==> config.mk <==
export PLATFORM = sky130hd
export DESIGN_NAME = nsm_ctrl
export DESIGN_NICKNAME = d
export VERILOG_FILES = /design/src/nsm_src_map.sv /design/src/nsm_ctrl.sv
export SDC_FILE = /design/constraint.sdc
export NUM_CORES = 1
export LEC_CHECK = 0
export BUFFER_PORTS_ARGS = -buffer_cell sky130_fd_sc_hd__buf_2
export CAP_MARGIN = 5
export CORE_MARGIN = 3
export CORE_UTILIZATION = 40
export CTS_BUF_LIST = sky130_fd_sc_hd__clkbuf_8
export DETAILED_ROUTE_END_ITERATION = 10
export SYNTH_ARGS = -nofsm -noshare
export SYNTH_HDL_FRONTEND = slang
export SYNTH_SLANG_ARGS = --single-unit
==> constraint.sdc <==
create_clock -name clk_sys -period 96.1 [get_ports clk_sys]
set_input_delay 28.83 -clock clk_sys [delete_from_list [all_inputs] [get_ports clk_sys]]
set_output_delay 28.83 -clock clk_sys [all_outputs]
set_load 0.005 [all_outputs]
==> src/nsm_src_map.sv <==
// nested_irq_source_map package and peripheral source map
// assumes on-chip peripheral sources run on clk_sys; gpio pins are asynchronous
`default_nettype none

package nsm_pkg;
  // ==========================================================
  // sizes
  localparam int NUM_LINES = 32;
  localparam int NUM_SRC   = 34;
  localparam int NUM_GPIO  = 12;
  localparam int PRIO_W    = 2;
  localparam int LVL_W     = 3;
  localparam int IDX_W     = 6;
  localparam int VEC_W     = 6;
  // ==========================================================
  // line numbers
  localparam int LINE_TIMER   = 0;
  localparam int LINE_CTLESS  = 2;
  localparam int LINE_EEPROM  = 3;
  localparam int LINE_HOST    = 6;
  localparam int LINE_CONTACT = 7;
  localparam int LINE_PWRMGT  = 9;
  localparam int LINE_SPIM    = 10;
  localparam int LINE_I2CM    = 11;
  localparam int LINE_PWRCLK  = 12;
  localparam int LINE_GPIO_OR = 13;
  localparam int LINE_GPIO1   = 14;
  localparam int IDX_PENDSV   = 32;
  localparam int IDX_SYSTICK  = 33;
  // ==========================================================
  // vectors and levels
  localparam logic [VEC_W-1:0] VEC_NONE     = 6'h00;
  localparam logic [VEC_W-1:0] VEC_NMI      = 6'h02;
  localparam logic [VEC_W-1:0] VEC_PENDSV   = 6'h0e;
  localparam logic [VEC_W-1:0] VEC_SYSTICK  = 6'h0f;
  localparam logic [VEC_W-1:0] VEC_EXT_BASE = 6'h10;
  localparam logic [LVL_W-1:0] LVL_NONE     = 3'h4;
  localparam logic [NUM_LINES-1:0] RST_LINES = 32'h0000_0000;
  // ==========================================================
  // gpio trigger modes
  typedef enum logic [2:0] {
    NSM_TRIG_OFF  = 3'h0,
    NSM_TRIG_RISE = 3'h1,
    NSM_TRIG_FALL = 3'h2,
    NSM_TRIG_BOTH = 3'h3,
    NSM_TRIG_HIGH = 3'h4,
    NSM_TRIG_LOW  = 3'h5
  } nsm_trig_t;
  // ==========================================================
  // carriers
  typedef struct packed {
    logic [3:0] timer;
    logic       contactless_front_end;
    logic       eeprom;
    logic       host_buf;
    logic       contact;
    logic       power_mgmt_unit;
    logic       spim_buf;
    logic       i2cm_buf;
    logic       power_clock_reset_unit;
  } nsm_periph_t;

  typedef struct packed {
    logic entry_start;
    logic entry_done;
    logic exc_return;
  } nsm_core_evt_t;

  typedef struct packed {
    logic             req;
    logic             nmi;
    logic [VEC_W-1:0] vec;
  } nsm_core_req_t;
endpackage : nsm_pkg

`timescale 1ns/1ps

module nsm_src_map (
  // clock and reset
  input  wire logic                                  clk_sys,
  input  wire logic                                  rst_n,
  // on-chip sources
  input  wire nsm_pkg::nsm_periph_t                  periph,
  // gpio pins and trigger setup
  input  wire logic [nsm_pkg::NUM_GPIO-1:0]          gpio_pin,
  input  wire nsm_pkg::nsm_trig_t [nsm_pkg::NUM_GPIO-1:0] gpio_trig,
  // mapped lines
  output logic [nsm_pkg::NUM_LINES-1:0]              lines
);
  // ==========================================================
  // gpio synchroniser and trigger
  logic [nsm_pkg::NUM_GPIO-1:0]  meta, sync, prev, hit;
  logic [nsm_pkg::NUM_GPIO-1:0]  next_meta, next_sync, next_prev;
  logic [nsm_pkg::NUM_LINES-1:0] next_lines;

  function automatic logic trig_hit(nsm_pkg::nsm_trig_t m, logic cur, logic old);
    unique case (m)
      nsm_pkg::NSM_TRIG_RISE: trig_hit = cur & ~old;
      nsm_pkg::NSM_TRIG_FALL: trig_hit = ~cur & old;
      nsm_pkg::NSM_TRIG_BOTH: trig_hit = cur ^ old;
      nsm_pkg::NSM_TRIG_HIGH: trig_hit = cur;
      nsm_pkg::NSM_TRIG_LOW:  trig_hit = ~cur;
      default:                trig_hit = 1'b0;
    endcase
  endfunction : trig_hit

  genvar g;
  generate
    for (g = 0; g < nsm_pkg::NUM_GPIO; g++) begin : g_gpio
      assign hit[g] = trig_hit(gpio_trig[g], sync[g], prev[g]);
    end
  endgenerate

  always_comb begin
    next_meta  = gpio_pin;
    next_sync  = meta;
    next_prev  = sync;
    next_lines = nsm_pkg::RST_LINES;
    next_lines[nsm_pkg::LINE_TIMER]   = |periph.timer;
    next_lines[nsm_pkg::LINE_CTLESS]  = periph.contactless_front_end;
    next_lines[nsm_pkg::LINE_EEPROM]  = periph.eeprom;
    next_lines[nsm_pkg::LINE_HOST]    = periph.host_buf;
    next_lines[nsm_pkg::LINE_CONTACT] = periph.contact;
    next_lines[nsm_pkg::LINE_PWRMGT]  = periph.power_mgmt_unit;
    next_lines[nsm_pkg::LINE_SPIM]    = periph.spim_buf;
    next_lines[nsm_pkg::LINE_I2CM]    = periph.i2cm_buf;
    next_lines[nsm_pkg::LINE_PWRCLK]  = periph.power_clock_reset_unit | (|hit);
    next_lines[nsm_pkg::LINE_GPIO_OR] = |hit;
    next_lines[nsm_pkg::LINE_GPIO1 +: nsm_pkg::NUM_GPIO] = hit;
  end

  always_ff @(posedge clk_sys) begin
    if (!rst_n) begin
      meta  <= '0;
      sync  <= '0;
      prev  <= '0;
      lines <= nsm_pkg::RST_LINES;
    end else begin
      meta  <= next_meta;
      sync  <= next_sync;
      prev  <= next_prev;
      lines <= next_lines;
    end
  end
endmodule : nsm_src_map

`default_nettype wire

==> src/nsm_ctrl.sv <==
// nested_irq_source_map top: pending, priority, masking and exception entry toward the core
// assumes core handshake strobes and software set strobes come from clk_sys logic
`default_nettype none
`timescale 1ns/1ps

module nsm_ctrl (
  // clock and reset
  input  wire logic                                       clk_sys,
  input  wire logic                                       rst_n,
  // peripheral and gpio sources
  input  wire nsm_pkg::nsm_periph_t                       periph,
  input  wire logic [nsm_pkg::NUM_GPIO-1:0]               gpio_pin,
  input  wire nsm_pkg::nsm_trig_t [nsm_pkg::NUM_GPIO-1:0] gpio_trig,
  // watchdog
  input  wire logic                                       watchdog_source_irq,
  // system exceptions
  input  wire logic                                       pendsv_set,
  input  wire logic                                       systick_irq,
  // software control
  input  wire logic [nsm_pkg::NUM_LINES-1:0]              sw_set_pend,
  input  wire logic [nsm_pkg::NUM_SRC-1:0]                src_enable,
  input  wire logic [nsm_pkg::NUM_SRC-1:0][nsm_pkg::PRIO_W-1:0] src_prio,
  input  wire logic [nsm_pkg::LVL_W-1:0]                  mask_level,
  // core handshake
  input  wire nsm_pkg::nsm_core_evt_t                     core_evt,
  output nsm_pkg::nsm_core_req_t                          core_req,
  output logic                                            late_arrival,
  // status
  output logic [nsm_pkg::NUM_SRC-1:0]                     pend,
  output logic [nsm_pkg::NUM_SRC-1:0]                     active,
  output logic                                            nmi_active,
  output logic [nsm_pkg::LVL_W-1:0]                       cur_level
);
  // ==========================================================
  // source mapping
  logic [nsm_pkg::NUM_LINES-1:0] lines;

  nsm_src_map u_map (
    .clk_sys   (clk_sys),
    .rst_n     (rst_n),
    .periph    (periph),
    .gpio_pin  (gpio_pin),
    .gpio_trig (gpio_trig),
    .lines     (lines)
  );

  // ==========================================================
  // helpers
  function automatic logic [nsm_pkg::VEC_W-1:0] vec_of(logic [nsm_pkg::IDX_W-1:0] idx);
    if (idx == 6'(nsm_pkg::IDX_PENDSV))
      vec_of = nsm_pkg::VEC_PENDSV;
    else if (idx == 6'(nsm_pkg::IDX_SYSTICK))
      vec_of = nsm_pkg::VEC_SYSTICK;
    else
      vec_of = nsm_pkg::VEC_EXT_BASE + idx;
  endfunction : vec_of

  // most urgent member of a set: lowest priority value, lowest index on ties
  function automatic logic [nsm_pkg::IDX_W:0] pick(logic [nsm_pkg::NUM_SRC-1:0] set,
                                                   logic [nsm_pkg::NUM_SRC-1:0][nsm_pkg::PRIO_W-1:0] pr);
    logic [nsm_pkg::LVL_W-1:0] best;
    pick = '0;
    best = nsm_pkg::LVL_NONE;
    for (int i = 0; i < nsm_pkg::NUM_SRC; i++) begin
      if (set[i] && {1'b0, pr[i]} < best) begin
        best = {1'b0, pr[i]};
        pick = {1'b1, 6'(i)};
      end
    end
  endfunction : pick

  // ==========================================================
  // entry state
  typedef enum logic [1:0] {
    NSM_IDLE  = 2'b00,
    NSM_ENTRY = 2'b01
  } nsm_state_t;

  nsm_state_t                    state, next_state;
  logic                          nmi_pend, next_nmi_pend, next_nmi_active, wdog_prev, next_wdog_prev;
  logic [nsm_pkg::NUM_SRC-1:0]   next_pend, next_active, hw_set, take_clr, ret_clr, eligible;
  logic [nsm_pkg::IDX_W-1:0]     sel_idx, next_sel_idx;
  logic                          sel_nmi, next_sel_nmi;
  logic                          next_late;
  logic [nsm_pkg::LVL_W-1:0]     next_level, thresh, act_prio;
  logic [nsm_pkg::IDX_W:0]       best, act_top, next_top;
  nsm_pkg::nsm_core_req_t        next_req;

  always_comb begin
    // hardware and software set sources
    hw_set = {systick_irq, pendsv_set, lines | sw_set_pend};
    // threshold: running level and software mask, whichever is more urgent
    thresh = (cur_level < mask_level) ? cur_level : mask_level;
    for (int i = 0; i < nsm_pkg::NUM_SRC; i++) begin
      eligible[i] = pend[i] & src_enable[i] & ({1'b0, src_prio[i]} < thresh);
    end
    best    = pick(eligible, src_prio);
    act_top = pick(active, src_prio);
    // commit on entry completion, from what the core currently sees
    take_clr = '0;
    next_nmi_active = nmi_active;
    if (state == NSM_ENTRY && core_evt.entry_done && core_req.req) begin
      if (sel_nmi)
        next_nmi_active = 1'b1;
      else
        take_clr[sel_idx] = 1'b1;
    end
    // return retires the most urgent active one, nmi first
    ret_clr = '0;
    if (core_evt.exc_return) begin
      if (nmi_active)
        next_nmi_active = 1'b0;
      else if (act_top[nsm_pkg::IDX_W])
        ret_clr[act_top[nsm_pkg::IDX_W-1:0]] = 1'b1;
    end
    // set wins over clear
    next_pend   = (pend & ~take_clr) | hw_set;
    next_active = (active & ~ret_clr) | take_clr;
    // watchdog edge latch, only internal source for nmi
    next_wdog_prev = watchdog_source_irq;
    next_nmi_pend  = (nmi_pend & ~(take_clr == '0 && next_nmi_active && !nmi_active))
                     | (watchdog_source_irq & ~wdog_prev);
    // running level
    next_top   = pick(next_active, src_prio);
    act_prio   = next_top[nsm_pkg::IDX_W]
                 ? {1'b0, src_prio[next_top[nsm_pkg::IDX_W-1:0]]} : nsm_pkg::LVL_NONE;
    next_level = act_prio;
    // selection, refreshed every cycle so late arrivals replace the vector
    next_sel_nmi = nmi_pend & ~nmi_active;
    next_sel_idx = best[nsm_pkg::IDX_W-1:0];
    next_req.nmi = next_sel_nmi;
    next_req.req = next_sel_nmi | best[nsm_pkg::IDX_W];
    next_req.vec = next_sel_nmi ? nsm_pkg::VEC_NMI
                 : (best[nsm_pkg::IDX_W] ? vec_of(best[nsm_pkg::IDX_W-1:0]) : nsm_pkg::VEC_NONE);
    // dropping nmi or the winner mid-entry would leave a stale vector; hold off while committing
    if (state == NSM_ENTRY && core_evt.entry_done) begin
      next_req     = '0;
      next_sel_nmi = 1'b0;
    end
    next_late  = (state == NSM_ENTRY) && !core_evt.entry_done && core_req.req
                 && next_req.req && next_req.vec != core_req.vec;
    next_state = state;
    unique case (state)
      NSM_IDLE:  if (core_evt.entry_start) next_state = NSM_ENTRY;
      NSM_ENTRY: if (core_evt.entry_done)  next_state = NSM_IDLE;
    endcase
  end

  always_ff @(posedge clk_sys) begin
    if (!rst_n) begin
      state        <= NSM_IDLE;
      pend         <= '0;
      active       <= '0;
      nmi_pend     <= 1'b0;
      nmi_active   <= 1'b0;
      wdog_prev    <= 1'b0;
      sel_idx      <= '0;
      sel_nmi      <= 1'b0;
      core_req     <= '0;
      late_arrival <= 1'b0;
      cur_level    <= nsm_pkg::LVL_NONE;
    end else begin
      state        <= next_state;
      pend         <= next_pend;
      active       <= next_active;
      nmi_pend     <= next_nmi_pend;
      nmi_active   <= next_nmi_active;
      wdog_prev    <= next_wdog_prev;
      sel_idx      <= next_sel_idx;
      sel_nmi      <= next_sel_nmi;
      core_req     <= next_req;
      late_arrival <= next_late;
      cur_level    <= next_level;
    end
  end
endmodule : nsm_ctrl

`default_nettype wire

==> results of run 1 <==
## kinds of logic (layout without fill, tap and decap cells)
logic type	after synthesis	after routing	share of synthesized area (%)
AO/OA/AOI/OAI	1020	1020	35.9
XOR/XNOR	3	3	0.136
adder cells (fa/ha/maj)	160	160	10.4
buffers and inverters	284	1138	5.85
flip-flops	148	148	15.4
multiplexers	100	100	5.76
AND/OR/NAND/NOR	1046	1046	26.7
## final cells by class
cell class                 count  area, um^2
clock buffer                  18         248
multi-input combinational   2329       17500
sequential                   148        2960
timing repair buffer         899        6120
inverter                     207         788
tap                          607         759
clock inverter                14         141
fill                        4365       18600
## path summary, 6_finish.rpt
path,startpoint,cells past startpoint,endpoint
max,src_prio[1],413,cur_level[0]
min,u_map.meta[11],1,u_map.next_prev[11]
max reg2reg,active[0],412,cur_level[0]
min reg2reg,u_map.meta[11],1,u_map.next_prev[11]
## per-stage QoR
step / instance area [um^2] / hold slack (ns) / TNS, ns
4_1_cts: 26400 / 0.439 / -1.80
3_5_place_dp: 24700 / 0.420 / -9.58
2_1_floorplan: 19600 / 0.412 / 0
6_report: 28500 / 0.435 / -0.173
3_3_place_gp: 24700 / 0.415 / -6.27
5_1_grt: 28500 / 0.448 / -6.05
## flip-flops by register name, summed over array words and instances (netlist names), 3 cells and up
register         flops
u_map.prev          12
cur_level            3
u_map.next_prev     12
sel_idx              6
pend                34
active              34
core_req             7
u_map.lines         22
u_map.meta          12
## routing by layer
| layer | GRT usage [%] | share of wire, % | up-vias |
|---|---|---|---|
| li1 | - | - | 11900 |
| met1 | 45.6 | 43 | 12300 |
| met2 | 55.4 | 45 | 1206 |
| met3 | 6.43 | 8.2 | 243 |
| met4 | 15.7 | 4.4 | 2 |
| met5 | 0 | 0.014 | - |
## worst max-delay path, delay by kind of cell
family	cells	cell delay [ns]
and+or+nand+nor	106	13.88
AOI/OAI and AO/OA	173	26.85
muxes	33	9.66
buffers and inverters	36	2.72
adders and majority gates	65	14.66
## power by group
part           switching [mW]  internal (mW)
Sequential            0.00639         0.0661
Combinational           0.162          0.127
Clock                  0.0311         0.0219
Total                   0.199          0.215
## cell usage after synthesis (9+ instances only)
library cell,count,area [um^2]
a21oi_1,254,1270
a211oi_1,49,368
mux2i_1,57,571
a41oi_1,11,96.3
dfxtp_1,148,2960
or2_2,42,263
nor2b_1,19,119
ha_1,160,2000
clkbuf_1,55,206
nor4_1,13,81.3
nand2b_1,45,282
a31oi_1,25,156
a21o_1,42,315
o31ai_1,33,248
o211a_1,10,100
nor2_1,349,1310
a22oi_1,15,113
inv_1,205,769
and2_1,75,469
o21ai_1,14,70.1
or3_1,18,113
o22ai_1,26,163
o21bai_1,9,67.6
nand2_1,247,927
nand4_1,21,131
a21boi_0,12,90.1
o21a_1,61,458
a31o_2,9,78.8
o21ai_0,224,1120
and3_1,19,119
mux2_2,38,428
a211o_1,21,184
nor3b_1,18,135
o211ai_1,43,323
nand3_1,60,300
o2111ai_1,9,78.8
nor3_1,59,295
## repair_timing
| item | CTS | global route |
|---|---|---|
| pin swaps | 85 | 220 |
| endpoints found under the setup margin | 3 | 3 |
| gates resized for setup | 133 | 308 |
| setup buffers | 94 | 83 |
| cloned | 0 | 1 |
==> reports/results.txt, run 1 <==
max_cap viols -> 0
Critical Path End Type -> flop
post-synthesis sequential area ratio -> 15.4%
initial antenna violation count -> 4
worst vdd ir -> 0.0123 mV
mapped cell area -> 0.0193 mm^2
wire per inst -> 22.3 um
HPWL after detailed placement -> 73.3 mm
arrival time worst endpoint -> 96.68 ns
Final Wtd Congestion -> 0.952
cells after synthesis -> 2761
Die Ht -> 226 um
critical path required time -> 96.54 ns
fin crit period -> 96.24 ns
IO Count -> 286
most used cell, CP -> ha_4
Initial Util -> 41.0%
GR Overflow Total -> 0
synth-to-layout area growth -> 47.7%
first-pass GRT wire length -> 137 mm
hold crit path type -> reg -> reg
DRT Pass-1 Iters -> 6
# DRC -> 0
largest net degree at the start of global routing -> 76
crit path launch type -> input pin
DR iter-0 viols -> 2237
FMAX -> 0.0104 GHz
CP max FO -> 5
CP max stage cell -> or4_4
placed insts -> 4013
most frequent cells in the layout -> 602 x buf_4, 313 x nor2_1, 284 x buf_2, 226 x nand2_1, 198 x a21oi_1
failing checks -> setup timing
Die Area -> 0.0509 mm^2
clk root buf -> clkbuf_8
H-tree Lvls -> 4
Final ANT Viol Nets -> 0
non-filler instance count after layout -> 4222
fin util -> 60.6%
crit path kind -> in -> reg
Avg Inst Size Synth -> 6.99 um^2
Port-buffer cells -> 285
status -> complete, but fails checks
Main synth FF type -> dfxtp_1
R2R setup slack -> 27.45 ns
critical path's largest stage delay -> 0.43 ns
Synth Register Bits -> 148
die width -> 226 um
hold buffer count at CTS -> 0
Post-synth ARST share -> 0%
# rows -> 79
library cells used by synthesis -> 127
drt total wl -> 94.1 mm
final setup fails -> 2
Final #Nets -> 3967
power per cell area -> 14.5 mW/mm^2
max-slew violations -> 0
Via-to-Cell Ratio -> 6.08
Post-synth EDFFs -> 0
post-synth net total -> 3126
CTS max path bufs -> 2
commonest non-fill, non-tap cell in the layout -> buf_4
worst skew pair latency -> 0.55 ns
diode count -> 0
period utilisation layout -> 100%
Max-Slew Margin vs Limit -> 17.0%
CTS tree -> done
final hold violation count -> 0
CTS Buf Count -> 17
Power Total -> 414 uW
vias in the first global route -> 24100
final setup margin -> -0.140 ns
clk_skew -> 0.0286 ns
CORE AREA -> 0.0471 mm^2
clk sinks -> 148
via count -> 25700
All-Layer GR Usage -> 34.7%
Lkg Pwr -> 12.9 nW
pre-CTS setup slack -> -4.44 ns
Least-Margin Pin Slew -> 1.23 ns
layout cell share with drive strength beyond 1 -> 39.4%
Clock transition at path regs -> 0.12 ns
number of synthesis warnings -> 0
RSZ-0062 raised after global routing -> yes
Power figures use the tool's default switching activity.
==> run 2: changes to the inputs <==
==> constraint.sdc (replaced) <==
create_clock -name clk_sys -period 96.1 [get_ports clk_sys]
set_input_delay 9.61 -clock clk_sys [delete_from_list [all_inputs] [get_ports clk_sys]]
set_output_delay 9.61 -clock clk_sys [all_outputs]
set_load 0.005 [all_outputs]
==> run 2 against run 1 <==
Effect of this change: the run now ends clean; global-route usage down 1.9 points; cell area down 23%; clock power up 2%; utilization down 14 points; sequential power about the same; die area unchanged; critical endpoint unchanged.
==> reports/results.txt, run 2 (synthesized netlist as in run 1, its figures left out) <==
Least-Margin Pin Slew -> 1.14 ns
non-filler instance count after layout -> 3629
most used cell, CP -> ha_1
drt total wl -> 86.0 mm
CP max FO -> 14
critical path required time -> 96.50 ns
final setup fails -> 0
r2r worst-path depth -> 410
placed insts -> 3590
commonest non-fill, non-tap cell in the layout -> nor2_1
synth-to-layout area growth -> 13.3%
Critical Path End Type -> flop
clk sinks -> 148
Max-Slew Margin vs Limit -> 23.6%
Port-buffer cells -> 285
worst vdd ir -> 0.0139 mV
H-tree Lvls -> 4
power per cell area -> 15.9 mW/mm^2
largest net degree at the start of global routing -> 77
CTS tree -> done
die width -> 226 um
Initial Util -> 41.0%
DR iter-0 viols -> 2133
diode count -> 0
WHS Path Cells -> 1
final setup margin -> 6.15 ns
CTS max path bufs -> 2
vias in the first global route -> 21500
FMAX -> 0.0111 GHz
DRT Pass-1 Iters -> 8
max-slew violations -> 0
crit path launch type -> input pin
final hold violation count -> 0
# rows -> 79
Fin Setup TNS -> 0 ns
All-Layer GR Usage -> 32.8%
Clock transition at path regs -> 0.10 ns
CP max stage cell -> mux4_2
pre-CTS setup slack -> 3.27 ns
arrival time worst endpoint -> 90.36 ns
clk root buf -> clkbuf_8
max_cap viols -> 0
Lkg Pwr -> 9.57 nW
Top delay family on crit path -> compound AO/OA/AOI/OAI gates
Regs by FF count -> active x34, pend x34, u_map.lines x22
Die Ht -> 226 um
status -> complete, no violations
most frequent cells in the layout -> 347 x nor2_1, 285 x buf_2, 248 x a21oi_1, 247 x nand2_1, 217 x o21ai_0
# DRC -> 0
Final #Nets -> 3374
CP bufs+invs -> 32
HPWL after detailed placement -> 69.7 mm
first-pass GRT wire length -> 129 mm
layout cell share with drive strength beyond 1 -> 17.5%
initial antenna violation count -> 5
IO Count -> 286
GR Overflow Total -> 0
number of stages on the worst setup path -> 411
CORE AREA -> 0.0471 mm^2
CTS Buf Count -> 17
wire per inst -> 23.7 um
RSZ-0062 raised after global routing -> no
via count -> 22800
Power Total -> 347 uW
Die Area -> 0.0509 mm^2
fin util -> 46.4%
period utilisation layout -> 93.6%
clk_skew -> 0.0168 ns
critical path's largest stage delay -> 0.56 ns
Final ANT Viol Nets -> 0
fin crit period -> 89.95 ns
hold crit path type -> reg -> reg
worst skew pair latency -> 0.53 ns
Via-to-Cell Ratio -> 6.29
Final Wtd Congestion -> 1.01
crit path kind -> in -> reg
run 2: changes by cell type in the layout (fill, tap and decap cells not counted), moves of 23 or more:
cell     before  now
buf_4       602   21
ha_1        101  160
a21oi_1     198  248
ha_4         50    0
o21ai_0     179  217
a21oi_2      47   12
nor2_1      313  347
o21ai_2      33    3
inv_1       179  207
inv_2        24    1
run 2: path summary, 6_finish.rpt:
check	slack [ns]	end	from
min	0.44	u_map.next_prev[6]	u_map.meta[6]
min reg2reg	0.44	u_map.next_prev[6]	u_map.meta[6]
max	6.15	cur_level[0]	src_prio[1]
max reg2reg	14.71	cur_level[0]	active[0]
run 2: metrics by stage:
step                hold WS, ns  cell area (um^2)
floorplan                 0.412             19300
global placement          0.414             21200
detailed placement        0.421             21200
CTS                       0.438             21600
global route              0.456             21900
finish                    0.435             21900
run 2: layout make-up:
cell class                 count  area (um^2)
fill                        4970        25200
inverter                     207          778
multi-input combinational   2329        15400
clock buffer                  18          248
clock inverter                14          151
timing repair buffer         306         1580
sequential                   148         2960
tap                          607          759
run 2: power breakdown:
group	total, mW	leakage (nW)	internal (mW)	switching (mW)
sequential	0.0727	1.22	0.0661	0.00657
combinational	0.220	8.15	0.0825	0.138
clock	0.0542	0.205	0.0241	0.0301
run 2: repair_timing:
action	CTS	global route
hold buffers	0	0
setup endpoints to repair	0	2
setup buffers	0	7
resized for setup	0	39
run 2: routing by layer:
layer  vias to the layer above  track usage [%]  wire length, um
met5                         -                0               21
met4                         4             12.2             3320
met3                       171             5.10             6830
met2                      1064             51.9            37700
met1                     10900             45.2            38100
li1                      10700                -                -
